[src/rtl/ebw_pkg.sv]
// package: constants, modes and carrier types of the expansion-bus wait-stretch controller
// How it works
// wait honoured only chip selects 0..3, async styles and sync-style reads
// peripheral asserts wait during setup phase
// idle wait line pulled high externally
// synchronous-style writes ignore wait entirely
// wait seen before strobe holds strobe phase
// wait input synchronised before state machine
// peripheral asserts wait three cycles early
// setup phase one to four cycles
// strobe phase one to sixteen cycles
// hold phase one to four cycles
// recovery phase one to sixteen cycles
// wait line active low
package ebw_pkg;

	// ----------------------------------------
	// bus styles and phases
	// ----------------------------------------
	typedef enum logic [1:0] {
		EBW_STYLE_RDWR_ASYNC = 2'h0,
		EBW_STYLE_RDWR_SYNC = 2'h1,
		EBW_STYLE_SINGLE_DS = 2'h2,
		EBW_STYLE_OTHER = 2'h3
	} ebw_style_t;

	typedef enum logic [2:0] {
		EBW_ST_IDLE = 3'h0,
		EBW_ST_SETUP = 3'h1,
		EBW_ST_STROBE = 3'h2,
		EBW_ST_HOLD = 3'h3,
		EBW_ST_RECOV = 3'h4
	} ebw_state_t;

	// ----------------------------------------
	// widths, limits and timing
	// ----------------------------------------
	localparam int EBW_AW = 24;
	localparam int EBW_DW = 16;
	localparam int EBW_CSW = 3;
	localparam logic [EBW_CSW-1:0] EBW_CS_WAIT_MAX = 3'h3;
	localparam logic [3:0] EBW_CNT_ZERO = 4'h0;
	localparam logic [3:0] EBW_CNT_ONE = 4'h1;
	localparam logic [2:0] EBW_SYNC_RST = 3'h7;
	localparam int EBW_WAIT_LEAD_CYC = 3;
	localparam int EBW_CLK_NS = 50;

	// ----------------------------------------
	// carriers
	// ----------------------------------------
	typedef struct packed {
		logic [EBW_CSW-1:0] cs;
		logic write;
		logic [EBW_AW-1:0] addr;
		logic [EBW_DW-1:0] wdata;
		ebw_style_t style;
		logic [1:0] setup_m1;
		logic [3:0] strobe_m1;
		logic [1:0] hold_m1;
		logic [3:0] recov_m1;
	} ebw_req_t;

	typedef struct packed {
		logic cs_n_valid;
		logic [EBW_CSW-1:0] cs;
		logic [EBW_AW-1:0] addr;
		logic [EBW_DW-1:0] wdata;
		logic data_oe;
		logic read_strobe_n;
		logic write_strobe_n;
		logic single_data_strobe_n;
		logic rnw;
	} ebw_pins_t;

endpackage

[src/rtl/ebw_sync.sv]
// three-stage synchroniser with agreement filter for an active-low pin
module ebw_sync
	import ebw_pkg::*;
(
	input wire logic mclk_in,
	input wire logic rst_n_in,
	input wire logic pin_n_in,
	output logic level_n_out
);

	typedef struct packed {
		logic [2:0] stg;
		logic level_n;
	} ebw_sync_st_t;

	ebw_sync_st_t cur_ff;
	ebw_sync_st_t nxt_ff;

	always_comb begin
		nxt_ff = cur_ff;
		nxt_ff.stg = {cur_ff.stg[1:0], pin_n_in};
		if (cur_ff.stg[1] == cur_ff.stg[2]) begin
			nxt_ff.level_n = cur_ff.stg[2];
		end
	end

	always_ff @(posedge mclk_in) begin
		if (!rst_n_in) begin
			cur_ff <= '{stg: EBW_SYNC_RST, level_n: 1'b1};
		end else begin
			cur_ff <= nxt_ff;
		end
	end

	assign level_n_out = cur_ff.level_n;

endmodule

[src/rtl/ebw_ctrl.sv]
// expansion-bus access sequencer with peripheral wait stretch
module ebw_ctrl
	import ebw_pkg::*;
(
	input wire logic mclk_in,
	input wire logic rst_n_in,
	input wire logic req_valid_in,
	input wire ebw_req_t req_in,
	input wire logic peripheral_stall_n_in,
	input wire logic [EBW_DW-1:0] rdata_in,
	output logic req_ready_out,
	output logic done_out,
	output logic [EBW_DW-1:0] rdata_out,
	output logic stretched_out,
	output ebw_pins_t pins_out
);

	typedef struct packed {
		ebw_state_t state;
		ebw_req_t req;
		logic [3:0] cnt;
		logic wait_armed;
		logic stretched;
		logic ready;
		logic done;
		logic [EBW_DW-1:0] rdata;
		ebw_pins_t pins;
	} ebw_ctrl_st_t;

	ebw_ctrl_st_t cur_ff;
	ebw_ctrl_st_t nxt_ff;
	logic stall_n_sync;

	// ----------------------------------------
	// wait input synchroniser
	// ----------------------------------------
	ebw_sync u_sync (
		.mclk_in(mclk_in),
		.rst_n_in(rst_n_in),
		.pin_n_in(peripheral_stall_n_in),
		.level_n_out(stall_n_sync)
	);

	// wait is honoured for low chip selects in async strobe styles, never sync writes
	function automatic logic wait_allowed(input ebw_req_t r);
		logic ok_style;
		ok_style = (r.style == EBW_STYLE_RDWR_ASYNC) || (r.style == EBW_STYLE_SINGLE_DS)
			|| ((r.style == EBW_STYLE_RDWR_SYNC) && !r.write);
		return ok_style && (r.cs <= EBW_CS_WAIT_MAX);
	endfunction

	// pin image for a given phase
	function automatic ebw_pins_t pins_for(input ebw_req_t r, input logic active, input logic strobe);
		ebw_pins_t p;
		p = '0;
		p.read_strobe_n = 1'b1;
		p.write_strobe_n = 1'b1;
		p.single_data_strobe_n = 1'b1;
		p.rnw = 1'b1;
		if (active) begin
			p.cs_n_valid = 1'b1;
			p.cs = r.cs;
			p.addr = r.addr;
			p.wdata = r.write ? r.wdata : '0;
			p.data_oe = r.write;
			p.rnw = !r.write;
			if (strobe) begin
				if (r.style == EBW_STYLE_SINGLE_DS) begin
					p.single_data_strobe_n = 1'b0;
				end else begin
					p.read_strobe_n = r.write;
					p.write_strobe_n = !r.write;
				end
			end
		end
		return p;
	endfunction

	// ----------------------------------------
	// sequencer
	// ----------------------------------------
	always_comb begin
		nxt_ff = cur_ff;
		nxt_ff.done = 1'b0;
		case (cur_ff.state)
			EBW_ST_IDLE: begin
				nxt_ff.ready = 1'b1;
				if (req_valid_in && cur_ff.ready) begin
					nxt_ff.ready = 1'b0;
					nxt_ff.req = req_in;
					nxt_ff.state = EBW_ST_SETUP;
					nxt_ff.cnt = {2'h0, req_in.setup_m1};
					nxt_ff.stretched = 1'b0;
					nxt_ff.wait_armed = 1'b0;
					nxt_ff.pins = pins_for(req_in, 1'b1, 1'b0);
				end
			end
			EBW_ST_SETUP: begin
				if (cur_ff.cnt == EBW_CNT_ZERO) begin
					nxt_ff.state = EBW_ST_STROBE;
					nxt_ff.cnt = cur_ff.req.strobe_m1;
					// wait already low before the first strobe cycle arms the stretch
					nxt_ff.wait_armed = wait_allowed(cur_ff.req) && !stall_n_sync;
					nxt_ff.pins = pins_for(cur_ff.req, 1'b1, 1'b1);
				end else begin
					nxt_ff.cnt = cur_ff.cnt - EBW_CNT_ONE;
				end
			end
			EBW_ST_STROBE: begin
				if (wait_allowed(cur_ff.req) && !stall_n_sync) begin
					nxt_ff.wait_armed = 1'b1;
				end
				if (cur_ff.cnt != EBW_CNT_ZERO) begin
					nxt_ff.cnt = cur_ff.cnt - EBW_CNT_ONE;
				end else if ((cur_ff.wait_armed || wait_allowed(cur_ff.req)) && !stall_n_sync) begin
					// a wait that clears the synchroniser only at the last strobe cycle still holds it
					nxt_ff.stretched = 1'b1;
				end else begin
					nxt_ff.state = EBW_ST_HOLD;
					nxt_ff.cnt = {2'h0, cur_ff.req.hold_m1};
					nxt_ff.rdata = cur_ff.req.write ? cur_ff.rdata : rdata_in;
					nxt_ff.pins = pins_for(cur_ff.req, 1'b1, 1'b0);
				end
			end
			EBW_ST_HOLD: begin
				if (cur_ff.cnt == EBW_CNT_ZERO) begin
					nxt_ff.state = EBW_ST_RECOV;
					nxt_ff.cnt = cur_ff.req.recov_m1;
					nxt_ff.pins = pins_for(cur_ff.req, 1'b0, 1'b0);
					nxt_ff.done = 1'b1;
				end else begin
					nxt_ff.cnt = cur_ff.cnt - EBW_CNT_ONE;
				end
			end
			EBW_ST_RECOV: begin
				if (cur_ff.cnt == EBW_CNT_ZERO) begin
					nxt_ff.state = EBW_ST_IDLE;
					nxt_ff.ready = 1'b1;
				end else begin
					nxt_ff.cnt = cur_ff.cnt - EBW_CNT_ONE;
				end
			end
			default: begin
				nxt_ff.state = EBW_ST_IDLE;
			end
		endcase
	end

	always_ff @(posedge mclk_in) begin
		if (!rst_n_in) begin
			cur_ff <= '0;
			cur_ff.pins.read_strobe_n <= 1'b1;
			cur_ff.pins.write_strobe_n <= 1'b1;
			cur_ff.pins.single_data_strobe_n <= 1'b1;
			cur_ff.pins.rnw <= 1'b1;
		end else begin
			cur_ff <= nxt_ff;
		end
	end

	assign req_ready_out = cur_ff.ready;
	assign done_out = cur_ff.done;
	assign rdata_out = cur_ff.rdata;
	assign stretched_out = cur_ff.stretched;
	assign pins_out = cur_ff.pins;

	// ----------------------------------------
	// checks
	// ----------------------------------------
	logic [2:0] setup_len;
	always_ff @(posedge mclk_in) begin
		if (!rst_n_in || cur_ff.state != EBW_ST_SETUP) begin
			setup_len <= 3'h0;
		end else begin
			setup_len <= setup_len + 3'h1;
		end
	end

	a_sync_write_ignore: assert property (@(posedge mclk_in) disable iff (!rst_n_in)
		(cur_ff.state == EBW_ST_STROBE && cur_ff.req.style == EBW_STYLE_RDWR_SYNC && cur_ff.req.write)
		|-> !cur_ff.stretched) else $error("sync write was stretched");

	a_high_cs_ignore: assert property (@(posedge mclk_in) disable iff (!rst_n_in)
		(cur_ff.state == EBW_ST_STROBE && cur_ff.req.cs > EBW_CS_WAIT_MAX) |-> !cur_ff.wait_armed)
		else $error("wait honoured on high chip select");

	a_strobe_held_wait: assert property (@(posedge mclk_in) disable iff (!rst_n_in)
		(cur_ff.state == EBW_ST_STROBE && cur_ff.cnt == EBW_CNT_ZERO && cur_ff.wait_armed && !stall_n_sync)
		|=> cur_ff.state == EBW_ST_STROBE) else $error("strobe left while wait low");

	a_strobe_release: assert property (@(posedge mclk_in) disable iff (!rst_n_in)
		(cur_ff.state == EBW_ST_STROBE && cur_ff.cnt == EBW_CNT_ZERO && stall_n_sync)
		|=> cur_ff.state == EBW_ST_HOLD) else $error("strobe not released on high wait");

	a_setup_len_max: assert property (@(posedge mclk_in) disable iff (!rst_n_in)
		cur_ff.state == EBW_ST_SETUP |-> setup_len <= 3'h3) else $error("setup phase too long");

	a_strobe_min_len: assert property (@(posedge mclk_in) disable iff (!rst_n_in)
		$rose(cur_ff.state == EBW_ST_STROBE) && cur_ff.req.strobe_m1 == 4'h3
		|-> (cur_ff.state == EBW_ST_STROBE)[*4]) else $error("strobe phase too short");

	a_hold_pins_kept: assert property (@(posedge mclk_in) disable iff (!rst_n_in)
		cur_ff.state == EBW_ST_HOLD |-> cur_ff.pins.cs_n_valid && cur_ff.pins.write_strobe_n
		&& cur_ff.pins.read_strobe_n && cur_ff.pins.single_data_strobe_n) else $error("hold phase pins wrong");

	a_recov_no_accept: assert property (@(posedge mclk_in) disable iff (!rst_n_in)
		$rose(cur_ff.state == EBW_ST_RECOV) |-> !cur_ff.pins.cs_n_valid && !cur_ff.ready && cur_ff.done)
		else $error("recovery skipped");

	a_setup_pins_quiet: assert property (@(posedge mclk_in) disable iff (!rst_n_in)
		cur_ff.state == EBW_ST_SETUP |-> cur_ff.pins.cs_n_valid && cur_ff.pins.read_strobe_n
		&& cur_ff.pins.write_strobe_n && cur_ff.pins.single_data_strobe_n)
		else $error("strobe active in setup phase");

	a_strobe_pins_low: assert property (@(posedge mclk_in) disable iff (!rst_n_in)
		cur_ff.state == EBW_ST_STROBE |-> cur_ff.pins.cs_n_valid && !(cur_ff.pins.read_strobe_n
		&& cur_ff.pins.write_strobe_n && cur_ff.pins.single_data_strobe_n))
		else $error("no strobe in strobe phase");

	a_refused_no_stretch: assert property (@(posedge mclk_in) disable iff (!rst_n_in)
		(cur_ff.state == EBW_ST_HOLD && (cur_ff.req.cs > EBW_CS_WAIT_MAX || cur_ff.req.style == EBW_STYLE_OTHER))
		|-> !cur_ff.stretched) else $error("refused access was stretched");

	a_recov_pins_idle: assert property (@(posedge mclk_in) disable iff (!rst_n_in)
		cur_ff.state == EBW_ST_RECOV |-> !cur_ff.pins.cs_n_valid && cur_ff.pins.read_strobe_n
		&& cur_ff.pins.write_strobe_n && cur_ff.pins.single_data_strobe_n)
		else $error("pins active in recovery");

	a_done_single: assert property (@(posedge mclk_in) disable iff (!rst_n_in)
		cur_ff.done |=> !cur_ff.done) else $error("done held more than one cycle");

endmodule

[config.mk]
export PLATFORM = sky130hd
export DESIGN_NAME = ebw_ctrl
export DESIGN_NICKNAME = d
export VERILOG_FILES = /design/src/rtl/ebw_pkg.sv /design/src/rtl/ebw_sync.sv /design/src/rtl/ebw_ctrl.sv
export SDC_FILE = /design/constraint.sdc
export NUM_CORES = 1
export LEC_CHECK = 0
export ABC_CLOCK_PERIOD_IN_PS = 3700
export BUFFER_PORTS_ARGS = -buffer_cell sky130_fd_sc_hd__buf_2
export CORE_AREA = 2 2 106 108
export DETAILED_ROUTE_END_ITERATION = 8
export DIE_AREA = 0 0 108 110
export PLACE_DENSITY = 0.8
export SLEW_MARGIN = 15
export SYNTH_ARGS = -nofsm -noshare
export SYNTH_HDL_FRONTEND = slang
export SYNTH_SLANG_ARGS = --single-unit
[constraint.sdc]
create_clock -name mclk_in -period 3.7 [get_ports mclk_in]
set_input_delay 0.74 -clock mclk_in [delete_from_list [all_inputs] [get_ports mclk_in]]
set_output_delay 0.74 -clock mclk_in [all_outputs]
set_load 0.1 [all_outputs]
Word level (Yosys, flattened, before mapping)
Index checks and enable logic that the tools add are counted.
{"block": "totals", "reg_bits": 138, "input_bits": 78, "output_inout_bits": 68, "word_cells": 110}
{"block": "classes", "n_addsub": 1, "magnitude_cmp": 1, "eq_ne": 17, "mux": 32, "bitwise": 3, "reduce_logical": 29}
{"operator": "2-to-1 mux 49 bit", "n": 5}
{"operator": "one-hot mux 49 bit (4 select lines)", "n": 1}
{"operator": "2-to-1 mux 68 bit", "n": 1}
{"operator": "2-to-1 mux 16 bit", "n": 2}
{"operator": "2-to-1 mux 4 bit", "n": 5}
{"operator": "one-hot mux 4 bit (5 select lines)", "n": 1}
{"operator": "inequality test 2 bit, second input constant", "n": 9}
{"operator": "AND reduction 4 bit", "n": 4}
{"operator": "2-to-1 mux 3 bit", "n": 5}
{"operator": "one-hot mux 3 bit (5 select lines)", "n": 1}
{"operator": "AND reduction 6 bit", "n": 2}
{"operator": "nonzero test 4 bit", "n": 2}
{"operator": "2-to-1 mux 1 bit", "n": 7}
{"operator": "equality test 3 x 2 -> 1 bit, second input constant", "n": 2}
{"operator": "AND reduction 2 bit", "n": 3}
{"operator": "logical AND 1 bit", "n": 5}
{"operator": "nonzero test 5 bit", "n": 1}
{"operator": "zero test 4 bit", "n": 1}
{"operator": "one-hot mux 1 bit (2 select lines)", "n": 2}
{"operator": "nonzero test 2 bit", "n": 2}
{"operator": "subtractor 4 x 1 -> 4 bit, second input constant", "n": 1}
{"operator": "equality test 3 x 1 -> 1 bit, second input constant", "n": 1}
{"operator": "equality test 3 bit, second input constant", "n": 1}
{"operator": "less-or-equal comparator 3 x 2 -> 1 bit, second input constant", "n": 1}
{"operator": "other kinds (12)", "n": 18}

Longest topological paths before layout
{"block": "depth", "ltp_word": 9, "mapped_depth": 10, "ltp_nobuf": 7}

Modules after synthesis
A second synthesis with hierarchy kept.
{"block": "unflattened", "hier_cells": 714, "area_unflattened_um2": 6168.4}
{"module": "ebw_ctrl", "n_inst": 1, "cells_each": 704, "area_per_inst_um2": 6055.8, "seq_area_each_um2": 2642.5}
{"module": "ebw_sync", "n_inst": 1, "cells_each": 10, "area_per_inst_um2": 112.6, "seq_area_each_um2": 80.1}

Worst setup path before layout
OpenSTA, ideal clock, no wires.
{"block": "synth_timing", "path_type": "register -> register", "startpoint": "register cur_ff, in the netlist req_ready_out", "endpoint": "register cur_ff, in the netlist pins_out[11]", "setup_time_ns": 0.120, "t_arrival_ns": 2.280, "required_ns": 3.580, "setup_slack_ns": 1.301, "path_stages_with_launch": 9, "path_buffers": 3, "synth_period_minus_slack_ns": 2.399, "cell_sequence": "dfxtp_1 nand2_1 or3_1 buf_2 o211a_1 buf_6 buf_6 a221oi_2 nor2_1"}
{"block": "synth_via", "elab_chain_len": 3}
{"element": "start, declared", "line_no": "ebw_ctrl.sv:30", "rtl": "ebw_ctrl_st_t cur_ff;"}
{"element": "start signal, assigned", "line_no": "ebw_ctrl.sv:157", "rtl": "cur_ff <= nxt_ff;"}
{"element": "logical AND 1 bit", "line_no": "ebw_ctrl.sv:88", "rtl": "if (req_valid_in && cur_ff.ready) begin"}
{"element": "inequality test 2 bit (no line)"}
{"element": "AND reduction 6 bit (no line)"}
No other way between the ends.
A chain may end at the register's enable or synchronous reset.

Final worst setup path
{"block": "layout_timing", "startpoint": "register cur_ff[69] (netlist name)", "endpoint": "register cur_ff, in the netlist pins_out[39]"}
{"block": "layout_via", "elab_chain_len": 3, "elab_cells_between_ends": 6, "cone_classes": "3 x eq/ne; 3 x reduce/logical"}
{"element": "zero test 4 bit or nonzero test 4 bit (tied branches)", "line_no": "ebw_ctrl.sv:99, ebw_ctrl.sv:126, ebw_ctrl.sv:113"}
{"element": "inequality test 2 bit (no line)"}
{"element": "AND reduction 6 bit (no line) (*)"}
Every way passes the cells marked *; elsewhere a longest branch is shown, timed or not.

==> qor.txt <==
n_diodes -> 0
CTS Sinks -> 136
Vias/cell -> 5.577
Post-CTS Hold Buffers -> 0
Post-Synth Simple-Gate Area -> 16.34%
P_sw -> 3591 uW
maximum VDD drop -> 0.0005771 V
final hold violations -> 0
total gr overflow -> 0
mux cell area share after synthesis -> 3.333%
Tot GR Track Use -> 23.53%
Mapped Area -> 0.006043 sq mm
Cells after DPL -> 883
pwr dens -> 1070 mW/mm^2
met1 Usage GRT -> 27.78%
Core Box Area -> 0.01070 sq mm
Core Util, Final -> 63.84%
post-detailed-route wirelength per cell -> 15.19 microns
Top FF cell, synth -> dfxtp_1
# IOs -> 146
die height -> 110 microns
FMAX -> 358.5 MHz
clock share of power -> 21.9%
cells after synthesis -> 710
Worst-Skew Late Latency -> 0.51 ns
top-count cell post-synth -> dfxtp_1
Max FO, Critical Path -> 36
post-synthesis adder-cell area fraction -> 0.4141%
nets -> 842
Die Width -> 108 microns
pin count of the biggest net entering global routing -> 64
outcome -> complete, no violations
CTS root buffer -> clkbuf_8
fin worst setup slack -> 0.9104 ns
reg2reg setup slack -> 0.91 ns
DR iter-0 viols -> 393
Slew Limit Fails -> 0
DP Worst Slack -> 0.9547 ns
detailed-route via count -> 5,103
count of cell types in the netlist -> 52
Rel. slew slack -> 34.30%
top cells by count, synth -> 136 x dfxtp_1, 120 x nand2_1, 75 x nor2_1, 69 x buf_4, 64 x a21oi_1
met2 usage -> 40.12%
syn_area_per_cell -> 8.512 sq um
internal power -> 3716 uW
Tmin final -> 2.790 ns
layout cell share with drive strength beyond 1 -> 26.19%
Area growth syn-to-layout -> 13.00%
post-synth top area share -> 45.05%
max cap viols -> 0
#FFs+latches synth -> 136
dominant cells by area after synthesis -> dfxtp_1 45%, buf_4 8.6%, nand2_1 7.5%
Net Sw Frac -> 49.15%
Post-synth EDFFs -> 0
Synth Area in XOR/XNOR -> 0.2899%
crit path capture type -> flip-flop
Starting Density -> 56.49%
Worst Path Arrival -> 3.21 ns
H-tree depth -> 4
CP required -> 4.12 ns
setup TNS -> 0 ns
post-route ant nets -> 0
first-pass GRT wire length -> 22.14 mm
met3 usage in global routing -> 6.702%
DR DRC count -> 0
Synth Area in Compound Gates -> 21.45%
HPWL after DPL -> 9.028 mm
proportion of synthesized chip area in sequential cells -> 45.05%
DRT Pass-1 Iters -> 5
clock buffer depth -> 2
Post-Route WL -> 13.90 mm
RSZ-0062 raised after global routing -> false
sequential power share -> 28.0%
port bufs -> 145
Post-Syn Nets -> 790
number of CTS-inserted buffers -> 17
clock slew at reported path FFs -> 0.06 ns
leak pwr -> 0.002935 uW
period utilization -> 75.40%
vias in the first global route -> 4,780
Setup Skew -> 0.008372 ns
Tightest Pin Transition -> 0.9855 ns
Final Setup Violations -> 0
CTS tree -> built
Logic pwr share -> 50.1%
Pwr Total -> 7307 uW
post-CTS sizing -> 0
combinational family with the most area after synthesis -> compound AO/OA/AOI/OAI gates
setup bufs post-CTS -> 0
Worst setup SP type -> flip-flop
Crit Path Category -> reg2reg
Yosys warning count -> 0
fin cells -> 915
GP Congestion -> 0.8911
Hold WC Path Type -> in2reg
Yosys top cell by area -> dfxtp_1
Async S/R FF share, synth -> 0%
initial antenna violation count -> 1
fillcell total -> 882
num rows -> 38
GRT busiest layer -> met2
die area -> 0.01188 sq mm
[cell usage in the layout (no fill, tap or decap), types with 2 or more instances in the layout]
cell type,count
a22oi_1,27
o31a_1,2
dfxtp_1,136
clkbuf_16,16
clkbuf_1,4
a211oi_1,28
clkinvlp_4,2
a221oi_2,9
a221oi_1,7
nor2_1,74
o21ai_0,29
nand2_1,120
buf_2,145
o21a_1,2
clkbuf_8,4
mux2i_1,19
a21oi_1,64
bufinv_16,2
ha_1,2
buf_4,10
and2_1,3
o22ai_1,3
nor3_1,5
a21o_1,2
nor2b_1,4
nand3_1,9
clkinv_2,5
nand3b_1,2
o211a_1,2
inv_1,4
a31oi_1,2
nand2b_1,7
[kinds of logic after synthesis]
logic type | after synthesis
flops | 136
simple gates | 236
buf+inv | 127
mux | 20
fa+ha+maj | 2
xor+xnor | 2
compound gates | 187
[worst max-delay path: stages (launching register included)]
cell and delay (ns):
dfxtp_1 0.35, inv_1 0.09, ha_1 0.20, nor3b_1 0.19, buf_4 0.18, nand3b_1 0.15
o211ai_4 0.83, buf_4 0.42, nor2_1 0.07, a211oi_1 0.22
[metrics by stage]
stage / hold WS (ns) / instance area (sq um)
2_1_floorplan: 0.3863 / 6043
3_3_place_gp: 0.3933 / 6264
3_5_place_dp: 0.4184 / 6264
4_1_cts: 0.3867 / 6829
5_1_grt: 0.3864 / 6829
6_report: 0.4101 / 6829
[area by class of cell]
| cell class | count | area (sq um) | area share (%) |
|---|---|---|---|
| Timing Repair Buffer | 155 | 800.8 | 11.73 |
| Sequential cell | 136 | 2723 | 39.87 |
| Clock inverter | 8 | 95.09 | 1.392 |
| Clock buffer | 24 | 470.5 | 6.889 |
| Multi-Input combinational cell | 447 | 2545 | 37.27 |
| Inverter | 5 | 20.02 | 0.2931 |
| Tap cell | 140 | 175.2 | 2.565 |
[path summary, 6_finish.rpt]
| check | startpoint | endpoint | cells after the start |
|---|---|---|---|
| worst max-delay path | cur_ff[69] | pins_out[39] | 9 |
| worst min-delay path | peripheral_stall_n_in | u_sync.cur_ff[1] | 2 |
| worst max register to register | cur_ff[69] | pins_out[39] | 9 |
| worst min register to register | u_sync.cur_ff[1] | u_sync.cur_ff[2] | 1 |
[sequential cells by signal, summed over array words and instances, names as in the netlist]
name / count
stretched_out: 1
pins_out: 49
cur_ff: 64
u_sync.level_n_out: 1
done_out: 1
req_ready_out: 1
u_sync.cur_ff: 3
rdata_out: 16
[metal layers]
layer	routed length (microns)	part of all wire [%]
met5	13	0.094
met4	267	1.9
met1	5700	41
met3	1001	7.2
met2	6920	50
[power by group through the flow]
stage	Clock, uW	Sequential [uW]	Combinational, uW
after CTS	1620	2040	3650
after global routing	1680	2090	3940
after global placement	0	2050	3560
after detailed placement	0	2070	3640
final	1600	2040	3660
after floorplan	0	2010	3410
Note: power is estimated with default switching activity, not from simulation.
